<file path="src/hdl/rbcr_pkg.sv">
// Register map, field layout and serial-port helpers for the rail behaviour configuration bank
package rbcr_pkg;

  localparam logic [7:0] ADDR_LOWGATE_RIPPLE = 8'h05;
  localparam logic [7:0] ADDR_TRANSITION_UV  = 8'h06;
  localparam logic [7:0] ADDR_TEMP_POLARITY  = 8'h07;

  localparam logic [7:0] RST_LOWGATE_RIPPLE  = 8'h80;
  localparam logic [7:0] RST_TRANSITION_UV   = 8'h21;
  localparam logic [7:0] RST_TEMP_POLARITY   = 8'h10;

  // Writable bits; reserved bits of 0x05 are read-only at their default
  localparam logic [7:0] WMASK_LOWGATE_RIPPLE = 8'h87;
  localparam logic [7:0] WMASK_TRANSITION_UV  = 8'hff;
  localparam logic [7:0] WMASK_TEMP_POLARITY  = 8'hff;

  localparam int LOWGATE_BIT          = 7;
  localparam int RIPPLE_LSB           = 0;
  localparam int RIPPLE_W             = 3;
  localparam int EXIT_PULSE_RAIL1_BIT = 6;
  localparam int UV_MASK_RAIL1_BIT    = 3;
  localparam int TEMP_POL_RAIL1_BIT   = 7;
  localparam int NUM_RAILS            = 3;

  localparam int WIN_LOW_MV  = 300;
  localparam int WIN_HIGH_MV = 900;
  localparam int UV_PER_MV   = 1000;

  localparam logic [3:0] BYTE_BITS = 4'h8;

  typedef struct packed {
    logic [7:0] lowgate_ripple_config_c;
    logic [7:0] transition_uv_config;
    logic [7:0] temp_sense_polarity;
  } rbcr_regs_t;

  typedef enum logic [3:0] {
    S_IDLE, S_ADDR, S_ACK_ADDR, S_REG, S_ACK_REG, S_WDATA, S_ACK_W, S_RDATA, S_RACK
  } rbcr_state_t;

  localparam rbcr_regs_t REGS_RESET = '{RST_LOWGATE_RIPPLE, RST_TRANSITION_UV, RST_TEMP_POLARITY};

  // Unmapped offsets read as zero
  function automatic logic [7:0] rbcr_read(input rbcr_regs_t r, input logic [7:0] ptr);
    case (ptr)
      ADDR_LOWGATE_RIPPLE: rbcr_read = r.lowgate_ripple_config_c;
      ADDR_TRANSITION_UV:  rbcr_read = r.transition_uv_config;
      ADDR_TEMP_POLARITY:  rbcr_read = r.temp_sense_polarity;
      default:             rbcr_read = 8'h00;
    endcase
  endfunction : rbcr_read

  // Unmapped offsets swallow the write
  function automatic rbcr_regs_t rbcr_write(input rbcr_regs_t r, input logic [7:0] ptr, input logic [7:0] d);
    rbcr_write = r;
    case (ptr)
      ADDR_LOWGATE_RIPPLE: rbcr_write.lowgate_ripple_config_c =
        (r.lowgate_ripple_config_c & ~WMASK_LOWGATE_RIPPLE) | (d & WMASK_LOWGATE_RIPPLE);
      ADDR_TRANSITION_UV:  rbcr_write.transition_uv_config =
        (r.transition_uv_config & ~WMASK_TRANSITION_UV) | (d & WMASK_TRANSITION_UV);
      ADDR_TEMP_POLARITY:  rbcr_write.temp_sense_polarity =
        (r.temp_sense_polarity & ~WMASK_TEMP_POLARITY) | (d & WMASK_TEMP_POLARITY);
      default:             rbcr_write = r;
    endcase
  endfunction : rbcr_write

endpackage : rbcr_pkg

</file>
<file path="src/hdl/rbcr_top.sv">
// Rail behaviour configuration bank with its two-wire serial register port
`timescale 1ns/1ns
module rbcr_top
  import rbcr_pkg::*;
#(
  parameter logic [6:0] DEV_ADDR        = 7'h20,
  parameter int         VCODE_W         = 8,
  parameter int         VCODE_STEP_UV   = 5000,
  parameter int         VCODE_OFFSET_UV = 0
)(
  input  wire logic               mclk_in,
  input  wire logic               rst_n_in,
  input  wire logic               scl_in,
  input  wire logic               sda_in,
  output logic                    sda_out,
  output logic                    sda_oe_out,
  input  wire logic [VCODE_W-1:0] voltage_code_rail3_in,
  input  wire logic               decay_target_reached_rail3_in,
  input  wire logic [2:0]         light_load_state_in,
  input  wire logic [2:0]         fastmode_active_in,
  input  wire logic [2:0]         undervolt_detect_in,
  output logic                    decay_end_lowgate_on_rail3_out,
  output logic [RIPPLE_W-1:0]     ripple_comp_gain_rail3_out,
  output logic [2:0]              lowpower_exit_pulse_out,
  output logic [2:0]              undervolt_trip_out,
  output logic [2:0]              temp_table_polarity_out
);

  typedef struct packed {
    rbcr_state_t          state;
    logic [3:0]           cnt;
    logic [7:0]           sh;
    logic [7:0]           tx;
    logic [7:0]           ptr;
    logic                 nack;
    logic                 sda_oe;
    logic                 sda_lvl;
    logic                 scl_s1;
    logic                 scl_s2;
    logic                 scl_p;
    logic                 sda_s1;
    logic                 sda_s2;
    logic                 sda_p;
    rbcr_regs_t           regs;
    logic [2:0]           lp_prev;
    logic                 lowgate_on;
    logic [RIPPLE_W-1:0]  ripple_gain;
    logic [2:0]           exit_pulse;
    logic [2:0]           uv_trip;
  } rbcr_st_t;

  localparam rbcr_st_t ST_RESET = '{state: S_IDLE, regs: REGS_RESET, scl_s1: 1'b1, scl_s2: 1'b1, scl_p: 1'b1,
                                    sda_s1: 1'b1, sda_s2: 1'b1, sda_p: 1'b1, default: '0};
  localparam logic [31:0] WIN_LOW_UV  = 32'(WIN_LOW_MV * UV_PER_MV);
  localparam logic [31:0] WIN_HIGH_UV = 32'(WIN_HIGH_MV * UV_PER_MV);

  rbcr_st_t    st_q;
  rbcr_st_t    st_d;
  logic        scl_rise;
  logic        scl_fall;
  logic        bus_start;
  logic        bus_stop;
  logic        wr_fire;
  logic [31:0] code_uv;
  logic        in_window;

  assign scl_rise  = st_q.scl_s2 & ~st_q.scl_p;
  assign scl_fall  = ~st_q.scl_s2 & st_q.scl_p;
  assign bus_start = st_q.scl_s2 & st_q.scl_p & st_q.sda_p & ~st_q.sda_s2;
  assign bus_stop  = st_q.scl_s2 & st_q.scl_p & ~st_q.sda_p & st_q.sda_s2;
  assign code_uv   = 32'(voltage_code_rail3_in) * 32'(VCODE_STEP_UV) + 32'(VCODE_OFFSET_UV);
  assign in_window = (code_uv >= WIN_LOW_UV) && (code_uv <= WIN_HIGH_UV);

  always_comb
  begin
    st_d    = st_q;
    wr_fire = 1'b0;
    st_d.scl_s1 = scl_in;
    st_d.scl_s2 = st_q.scl_s1;
    st_d.scl_p  = st_q.scl_s2;
    st_d.sda_s1 = sda_in;
    st_d.sda_s2 = st_q.sda_s1;
    st_d.sda_p  = st_q.sda_s2;
    st_d.sda_lvl = 1'b0;
    if (bus_start)
    begin
      st_d.state  = S_ADDR;
      st_d.cnt    = '0;
      st_d.sda_oe = 1'b0;
    end
    else if (bus_stop)
    begin
      st_d.state  = S_IDLE;
      st_d.sda_oe = 1'b0;
    end
    else if (scl_rise)
    begin
      case (st_q.state)
        S_ADDR, S_REG, S_WDATA:
        begin
          st_d.sh  = {st_q.sh[6:0], st_q.sda_s2};
          st_d.cnt = st_q.cnt + 4'h1;
        end
        S_RDATA: st_d.cnt = st_q.cnt + 4'h1;
        S_RACK:  st_d.nack = st_q.sda_s2;
        default: st_d.cnt = st_q.cnt;
      endcase
    end
    else if (scl_fall)
    begin
      case (st_q.state)
        S_ADDR:
          if (st_q.cnt == BYTE_BITS)
          begin
            st_d.state  = (st_q.sh[7:1] == DEV_ADDR) ? S_ACK_ADDR : S_IDLE;
            st_d.sda_oe = (st_q.sh[7:1] == DEV_ADDR);
          end
        S_ACK_ADDR:
        begin
          st_d.cnt = '0;
          if (st_q.sh[0])
          begin
            st_d.state  = S_RDATA;
            st_d.tx     = rbcr_read(st_q.regs, st_q.ptr);
            st_d.sda_oe = ~st_d.tx[7];
          end
          else
          begin
            st_d.state  = S_REG;
            st_d.sda_oe = 1'b0;
          end
        end
        S_REG:
          if (st_q.cnt == BYTE_BITS)
          begin
            st_d.state  = S_ACK_REG;
            st_d.ptr    = st_q.sh;
            st_d.sda_oe = 1'b1;
          end
        S_ACK_REG, S_ACK_W:
        begin
          st_d.state  = S_WDATA;
          st_d.cnt    = '0;
          st_d.sda_oe = 1'b0;
        end
        S_WDATA:
          if (st_q.cnt == BYTE_BITS)
          begin
            wr_fire     = 1'b1;
            st_d.regs   = rbcr_write(st_q.regs, st_q.ptr, st_q.sh);
            st_d.ptr    = st_q.ptr + 8'h01;
            st_d.state  = S_ACK_W;
            st_d.sda_oe = 1'b1;
          end
        S_RDATA:
          if (st_q.cnt == BYTE_BITS)
          begin
            st_d.state  = S_RACK;
            st_d.sda_oe = 1'b0;
          end
          else
          begin
            st_d.tx     = {st_q.tx[6:0], 1'b0};
            st_d.sda_oe = ~st_d.tx[7];
          end
        S_RACK:
          if (st_q.nack)
            st_d.state = S_IDLE;
          else
          begin
            st_d.state  = S_RDATA;
            st_d.cnt    = '0;
            st_d.ptr    = st_q.ptr + 8'h01;
            st_d.tx     = rbcr_read(st_q.regs, st_d.ptr);
            st_d.sda_oe = ~st_d.tx[7];
          end
        default: st_d.sda_oe = 1'b0;
      endcase
    end
    st_d.lowgate_on  = st_q.regs.lowgate_ripple_config_c[LOWGATE_BIT] & decay_target_reached_rail3_in;
    st_d.ripple_gain = in_window ? st_q.regs.lowgate_ripple_config_c[RIPPLE_LSB +: RIPPLE_W] : '0;
    st_d.lp_prev     = light_load_state_in;
    for (int i = 0; i < NUM_RAILS; i++)
    begin
      st_d.exit_pulse[i] = st_q.regs.transition_uv_config[EXIT_PULSE_RAIL1_BIT - i] &
                           st_q.lp_prev[i] & ~light_load_state_in[i];
      st_d.uv_trip[i]    = undervolt_detect_in[i] &
                           ~(fastmode_active_in[i] & st_q.regs.transition_uv_config[UV_MASK_RAIL1_BIT - i]);
    end
  end

  always_ff @(posedge mclk_in)
  begin
    if (!rst_n_in)
      st_q <= ST_RESET;
    else
      st_q <= st_d;
  end

  assign sda_out                        = st_q.sda_lvl;
  assign sda_oe_out                     = st_q.sda_oe;
  assign decay_end_lowgate_on_rail3_out = st_q.lowgate_on;
  assign ripple_comp_gain_rail3_out     = st_q.ripple_gain;
  assign lowpower_exit_pulse_out        = st_q.exit_pulse;
  assign undervolt_trip_out             = st_q.uv_trip;
  assign temp_table_polarity_out        = {st_q.regs.temp_sense_polarity[TEMP_POL_RAIL1_BIT - 2],
                                           st_q.regs.temp_sense_polarity[TEMP_POL_RAIL1_BIT - 1],
                                           st_q.regs.temp_sense_polarity[TEMP_POL_RAIL1_BIT]};
endmodule : rbcr_top

</file>
<file path="config.mk">
export PLATFORM = sky130hd
export DESIGN_NAME = rbcr_top
export DESIGN_NICKNAME = d
export VERILOG_FILES = /design/src/hdl/rbcr_pkg.sv /design/src/hdl/rbcr_top.sv
export SDC_FILE = /design/constraint.sdc
export NUM_CORES = 1
export LEC_CHECK = 0
export BUFFER_PORTS_ARGS = -buffer_cell sky130_fd_sc_hd__clkbuf_2
export CAP_MARGIN = 0
export CORE_MARGIN = 2
export CORE_UTILIZATION = 45
export CTS_CLUSTER_DIAMETER = 200
export DETAILED_ROUTE_END_ITERATION = 16
export SYNTH_ARGS = -nofsm -noshare
export SYNTH_HDL_FRONTEND = slang
export SYNTH_SLANG_ARGS = --single-unit
export TNS_END_PERCENT = 5
</file>
<file path="constraint.sdc">
create_clock -name mclk_in -period 8 [get_ports mclk_in]
set_input_delay 0.8 -clock mclk_in [delete_from_list [all_inputs] [get_ports mclk_in]]
set_output_delay 0.8 -clock mclk_in [all_outputs]
set_load 0.03 [all_outputs]
</file>
* Word level (Yosys, flattened, before mapping)
Cells that the tools add are included.
** Word-level totals
- Input bits :: 22
- Output and inout bits :: 15
- Flip-flop bits (word level) :: 78
- Word-level logic and storage cells :: 174
** Cells by class
- Reductions and logical operators :: 27
- Eq/ne operators :: 31
- Bitwise operators :: 38
- Muxes and demuxes :: 50
- Multipliers :: 1
- Order comparisons :: 2
- Add/sub/neg operators :: 2
** Operator list (number)
- 8-bit 2-to-1 mux :: 18
- 8-bit one-hot mux with 3 select lines :: 4
- 8-bit by 3-bit equality test with 1-bit output (second input constant) :: 6
- 16-bit 2-to-1 mux :: 3
- 7-bit AND reduction :: 5
- 29-bit 2-to-1 mux :: 1
- 4-bit 2-to-1 mux :: 7
- 4-bit one-hot mux with 7 select lines :: 1
- 21-bit by 19-bit greater-or-equal comparator with 1-bit output (second input constant) :: 1
- 21-bit by 20-bit <= comparator with 1-bit output (second input constant) :: 1
- 1-bit bitwise AND :: 20
- 8-bit by 10-bit multiplier with 18-bit output (second input constant) :: 1
- 1-bit NOT :: 17
- 4-bit by 3-bit equality test with 1-bit output (second input constant) :: 4
- 2-bit != test (second input constant) :: 8
- 4-bit != test (second input constant) :: 4
- 8-bit AND reduction :: 2
- 3-bit nonzero test :: 4
- 5-bit 2-to-1 mux :: 2
- 5-bit AND reduction :: 2
- 1-bit 2-to-1 mux :: 9
- 9-bit nonzero test :: 1
- 3-bit OR reduction :: 3
- 8-bit by 1-bit adder with 8-bit output (second input constant) :: 1
- 20 further kinds :: 26

* Longest topological paths before layout
- Depth in word-level cells :: 15
- Mapped depth :: 16
- Mapped depth without buffers :: 16

* Worst setup path after synthesis
No wires, ideal clock.
- Kind :: input -> register
- From :: input voltage_code_rail3_in[5]
- To :: register st_q (netlist bit ripple_comp_gain_rail3_out[0])
- Setup slack :: 3.337 ns
- Data arrival time :: 4.514 ns
- Setup time :: 0.149 ns
- Data required time :: 7.851 ns
- Stages on the path :: 14
- Path buffers :: 0
- Path through :: fa_1 fa_1 ha_1 inv_1 fa_1 inv_1 ha_1 o21a_1 o21ai_0 a32o_1 xor2_1 o211ai_1 a2111oi_0 nor3b_1
** On the way
- Word-level cells in the longest chain between the ends :: 4
- Elaborated cells on any way between the ends :: 5
- Classes of those cells :: 1 x mul; 2 x order compare; 2 x reduce/logical
** Ends and longest elaborated chain
- from (decl) :: line rbcr_top.sv:17 : input wire logic [VCODE_W-1:0] voltage_code_rail3_in,
- 8-bit by 10-bit multiplier with 18-bit output (*) :: line rbcr_top.sv:71 : assign code_uv = 32'(voltage_code_rail3_in) * 32'(VCODE_STEP_UV) + 32'(VCODE_OFFSET_UV);
- 21-bit by 19-bit greater-or-equal comparator with 1-bit output or 21-bit by 20-bit <= comparator with 1-bit output (tied branches) :: line rbcr_top.sv:72 : assign in_window = (code_uv >= WIN_LOW_UV) && (code_uv <= WIN_HIGH_UV);
- 1-bit logical AND (*) :: line rbcr_top.sv:72
- 2-bit AND reduction (no line) (*)
- to (signal assigned) :: line rbcr_top.sv:197 : st_q <= st_d;
- to (decl) :: line rbcr_top.sv:57 : rbcr_st_t st_q;
Every way passes the cells marked *; elsewhere a longest branch is shown, timed or not.
A chain may end at the register's enable or synchronous reset.

* Worst setup path in the final report
Ends and elaborated chain as after synthesis.

==> results.md <==
STA:
- The final clock skew is 0.01132 ns.
- Derived from the worst setup path, the maximum achievable clock frequency is 0.2043 GHz.
- For the pin with the worst max-slew slack, the measured transition is 1.017 ns.
- The count of endpoints failing hold in the final timing report is 0.
- Measured against its own limit, the worst slew margin works out to 31.58%.
- The time the worst path needs with I/O delays and setup is 4.895 ns.
- Final hold analysis gives a worst-case slack of 0.4113 ns.
- After routing, the total negative slack on setup checks comes to 0 ns.
- The count of pins over their slew limit is 0.
- Setup repair after global routing left no endpoint under its margin.
- Setup violations remaining at the end of the flow were counted as 0.
- The fraction of the cycle the final worst path needs is 61.19%.

Outcome:
- The flow ran to the end, and the final reports show no timing, DRC or antenna violations.

Synth:
- Yosys printed 0 warnings.
- In this run, synthesis produced a sequential element count of 72.
- The synthesized design devotes to its leading area cell type 29.46% of total area.
- The cell count after synthesis is 598.
- For this run, asynchronously set or reset flops after synthesis account for 0%.
- The synthesized design spends more area on one cell type than any other, namely sky130_fd_sc_hd__dfxtp_1.
- In this run, distinct cell masters in the synthesized netlist total 56.
- The commonest cells after synthesis are sky130_fd_sc_hd__dfxtp_1, sky130_fd_sc_hd__nand2_1, sky130_fd_sc_hd__ha_1.
- The number of synthesized flops with an enable pin is 0.
- Yosys instantiated no cell more often than sky130_fd_sc_hd__dfxtp_1.
- The summed instance area of the synthesized netlist is 4892 um^2.
- Each instance of the synthesized netlist takes up on average 8.181 um^2.
- The most used flip-flop cell after synthesis is sky130_fd_sc_hd__dfxtp_1.
- The net count after synthesis is 684.
- The share of the Yosys chip area taken by registers is 29.46%.
- By area the synthesized netlist is led by sky130_fd_sc_hd__dfxtp_1, sky130_fd_sc_hd__ha_1, sky130_fd_sc_hd__fa_1, sky130_fd_sc_hd__nand2_1, sky130_fd_sc_hd__a21oi_1.

Finish:
- Fill cells in the final layout number 1,088.
- The repair_antennas step left the layout with diodes totalling 0.
- The number of nets in the layout is 691.
- From synthesis to final layout, the design area changed by 8.031%.
- The utilization after layout is 49.18%.
- The share of final-layout standard cells stronger than drive strength 1 is 10.49%.
- In the final layout, flip-flops and latches occupy 1441 um^2.
- Summing all multi-input logic gate instances after layout gives 3077 um^2.

Power:
- The clock group share of total power is 34.1%.
- The internal power summed over all cells is 0.0006665 W.
- The maximum VDD drop is 0.07613 mV.
- Combinational logic is responsible for 28.8% of the overall power.
- The switching power summed over all nets is 0.0003153 W.
- For this design the ratio of total power to cell area is 185.8 nW/um^2.
- In this run the static leakage power is 2.194 nW.
- The part of the power in registers is 37.1%.
- The switching power share of the total is 32.12%.

Floorplan:
- The effective utilization at floorplan is 45.53%.
- From left edge to right edge, the die measures 108.3 um.
- In this run the vertical extent of the chip is 108.3 um.
- The I/O pin total is 37.
- The die area is 11,720 um^2.
- After floorplanning, the core was divided into 38 placement rows.
- The floorplan step defined a core boundary enclosing 10,750 um^2.

Run:
- The number of max-capacitance violations reported is 0.

Clock network:
- The number of buffers created by CTS is 9.
- The cell sitting at the root of the clock tree is a sky130_fd_sc_hd__clkbuf_8.
- The maximum level of the CTS H-tree is 3.
- After clock tree synthesis, the clock-pin slew on the worst setup and hold paths is 0.08 ns.
- TritonCTS built the clock tree.
- The buffer count from post-CTS setup fixing is 0.
- The clock net in this run drives a total of 72 sinks.
- The clock reaches the later pin of the worst-skew pair after 0.37 ns.
- The clock passes through at most 2 buffers.
- In this run, post-CTS repair resized a total of 0 instances.
- The hold buffer count at cts is 0.

Placement:
- Routability-driven placement finished with a final weighted congestion of 0.8150.
- Summed over all nets, the half-perimeter wirelength after detailed placement is 8499 um.
- In this run the tool buffered the top-level ports with 35 buffer cells.

Detailed routing:
- The detail route stage leaves a number of antenna-violating nets equal to 0.
- The pre-antenna-repair detailed-routing pass consisted of 5 iterations.
- The via count of the routed design is 4,294.
- After detailed routing, the number of vias per cell comes to 5.725.
- The iteration-0 DRC count of the detailed router is 359.
- In the final routed layout, each cell accounts on average for 15.86 um.
- After detailed routing, the number of remaining DRC violations is 0.
- The final layout contains routed wiring with a total length of 11,890 um.

Worst setup path:
- The critical path data arrival time is 5.10 ns.
- The largest fanout on the critical path is 5.
- In this run the critical register-to-register path is launched from st_q[77].
- The critical path starts at voltage_code_rail3_in[5].
- The last element of the critical path is ripple_comp_gain_rail3_out[0].
- In this run the critical register-to-register path is captured at st_q[56].
- Counting cells, the worst reg-to-reg path comes to 6.
- The category of the worst setup path launch point is an input port.
- The worst setup path is captured at a flop.
- The kind of critical path is input port to flop.
- The endpoint required time on the critical path is 8.21 ns.
- Setup slack on the worst reg-to-reg path comes out at 5.11 ns.

Global route:
- Entering global routing, the biggest net connects 35 pins.
- The via count of the first global-routing pass is 4,076.
- The wire length of the first global-routing pass is 19,870 um.
- The total track usage is 21.54%.
- The sum of overflow across all layers after global routing is 0.
- The initial antenna violation count is 0.

Worst hold path:
- The kind of path behind the tightest hold check is flop to flop.
## critical path, cell delays in order
cell                        delay (ns)
sky130_fd_sc_hd__clkbuf_2         0.14
sky130_fd_sc_hd__ha_1             0.32
sky130_fd_sc_hd__ha_1             0.27
sky130_fd_sc_hd__inv_1            0.05
sky130_fd_sc_hd__fa_1             0.52
sky130_fd_sc_hd__inv_1            0.05
sky130_fd_sc_hd__fa_1             0.47
sky130_fd_sc_hd__ha_1             0.37
sky130_fd_sc_hd__a21oi_1          0.34
sky130_fd_sc_hd__o211ai_1         0.17
sky130_fd_sc_hd__and4b_1          0.22
sky130_fd_sc_hd__a311oi_1         0.28
sky130_fd_sc_hd__o211ai_1         0.14
sky130_fd_sc_hd__a2111oi_0        0.80
sky130_fd_sc_hd__nor3b_1          0.14
## cell families after synthesis
kind of cell / after synthesis / share of synthesized area [%]
XOR/XNOR: 9 / 1.611
multiplexers: 13 / 2.737
adder cells (fa/ha/maj): 64 / 18.21
flip-flops: 72 / 29.46
other: 1 / 0.07665
buffers and inverters: 87 / 7.749
AND/OR/NAND/NOR: 212 / 21.25
AO/OA/AOI/OAI: 140 / 18.90
## per-stage QoR
stage | cell area [um^2] | setup slack [ns] | total power, W | cells
2_1_floorplan | 4892 | 3.337 | 0.0005951 | 598
3_3_place_gp | 5056 | 2.963 | 0.0006491 | 734
3_5_place_dp | 5056 | 2.787 | 0.0006537 | 734
4_1_cts | 5285 | 3.107 | 0.0009910 | 750
5_1_grt | 5285 | 2.732 | 0.001054 | 750
6_report | 5285 | 3.105 | 0.0009819 | 750
## layer usage
metal,global-route usage (%),wire length (um)
met3,4.641,530
met5,0,0
met1,28.16,5512
met4,6.502,181
met2,35.67,5668
## cells in the final DEF (no fill, tap or decap), types with 7 or more instances in the layout
master	Yosys	routed
sky130_fd_sc_hd__nand3_1	32	32
sky130_fd_sc_hd__nor3_1	12	11
sky130_fd_sc_hd__o221ai_1	8	8
sky130_fd_sc_hd__nand2_1	63	63
sky130_fd_sc_hd__fa_1	12	12
sky130_fd_sc_hd__inv_1	45	45
sky130_fd_sc_hd__dfxtp_1	72	72
sky130_fd_sc_hd__nand2b_1	13	13
sky130_fd_sc_hd__clkbuf_2	1	35
sky130_fd_sc_hd__a21oi_1	42	42
sky130_fd_sc_hd__ha_1	52	52
sky130_fd_sc_hd__a222oi_1	8	8
sky130_fd_sc_hd__o21ai_0	24	24
sky130_fd_sc_hd__nor2_1	46	46
sky130_fd_sc_hd__clkbuf_8	0	10
sky130_fd_sc_hd__a22oi_1	11	11
sky130_fd_sc_hd__a211oi_1	7	7
sky130_fd_sc_hd__a31oi_1	9	9
sky130_fd_sc_hd__mux2i_1	10	10
## state kept, by name, indices dropped and copies added (netlist names)
| signal | count |
|---|---|
| lowpower_exit_pulse_out | 3 |
| decay_end_lowgate_on_rail3_out | 1 |
| ripple_comp_gain_rail3_out | 3 |
| undervolt_trip_out | 3 |
| st_d | 4 |
| st_q | 54 |
| sda_oe_out | 1 |
| temp_table_polarity_out | 3 |
## cell type report
type                            instances  share of cell area, %
Multi-Input combinational cell        439                  58.21
Sequential cell                        72                  27.27
Timing Repair Buffer                   37                  3.598
Tap cell                              140                  3.314
Inverter                               46                  3.267
Clock buffer                           10                  2.604
Clock inverter                          6                  1.728
## power groups by stage
stage          Clock, W  Sequential [W]  Combinational [W]
4_1_cts        0.000342        0.000364           0.000285
6_report       0.000334        0.000364           0.000283
3_5_place_dp          0        0.000373           0.000281
3_3_place_gp          0        0.000373           0.000276
5_1_grt        0.000361        0.000365           0.000328
2_1_floorplan         0        0.000373           0.000223
## how the worst min path moves through the flow
| stage | to | slack, ns | depth (start not counted) | from |
|---|---|---|---|---|
| floorplan | st_d[37] | 0.39 | 1 | st_d[38] |
| global placement | st_d[37] | 0.40 | 1 | st_d[38] |
| detailed placement | st_d[37] | 0.39 | 1 | st_d[38] |
| CTS | st_d[40] | 0.42 | 1 | st_d[41] |
| global route | st_d[40] | 0.42 | 1 | st_d[41] |
| finish | st_d[40] | 0.41 | 1 | st_d[41] |
(Power assumes the default switching activity.)
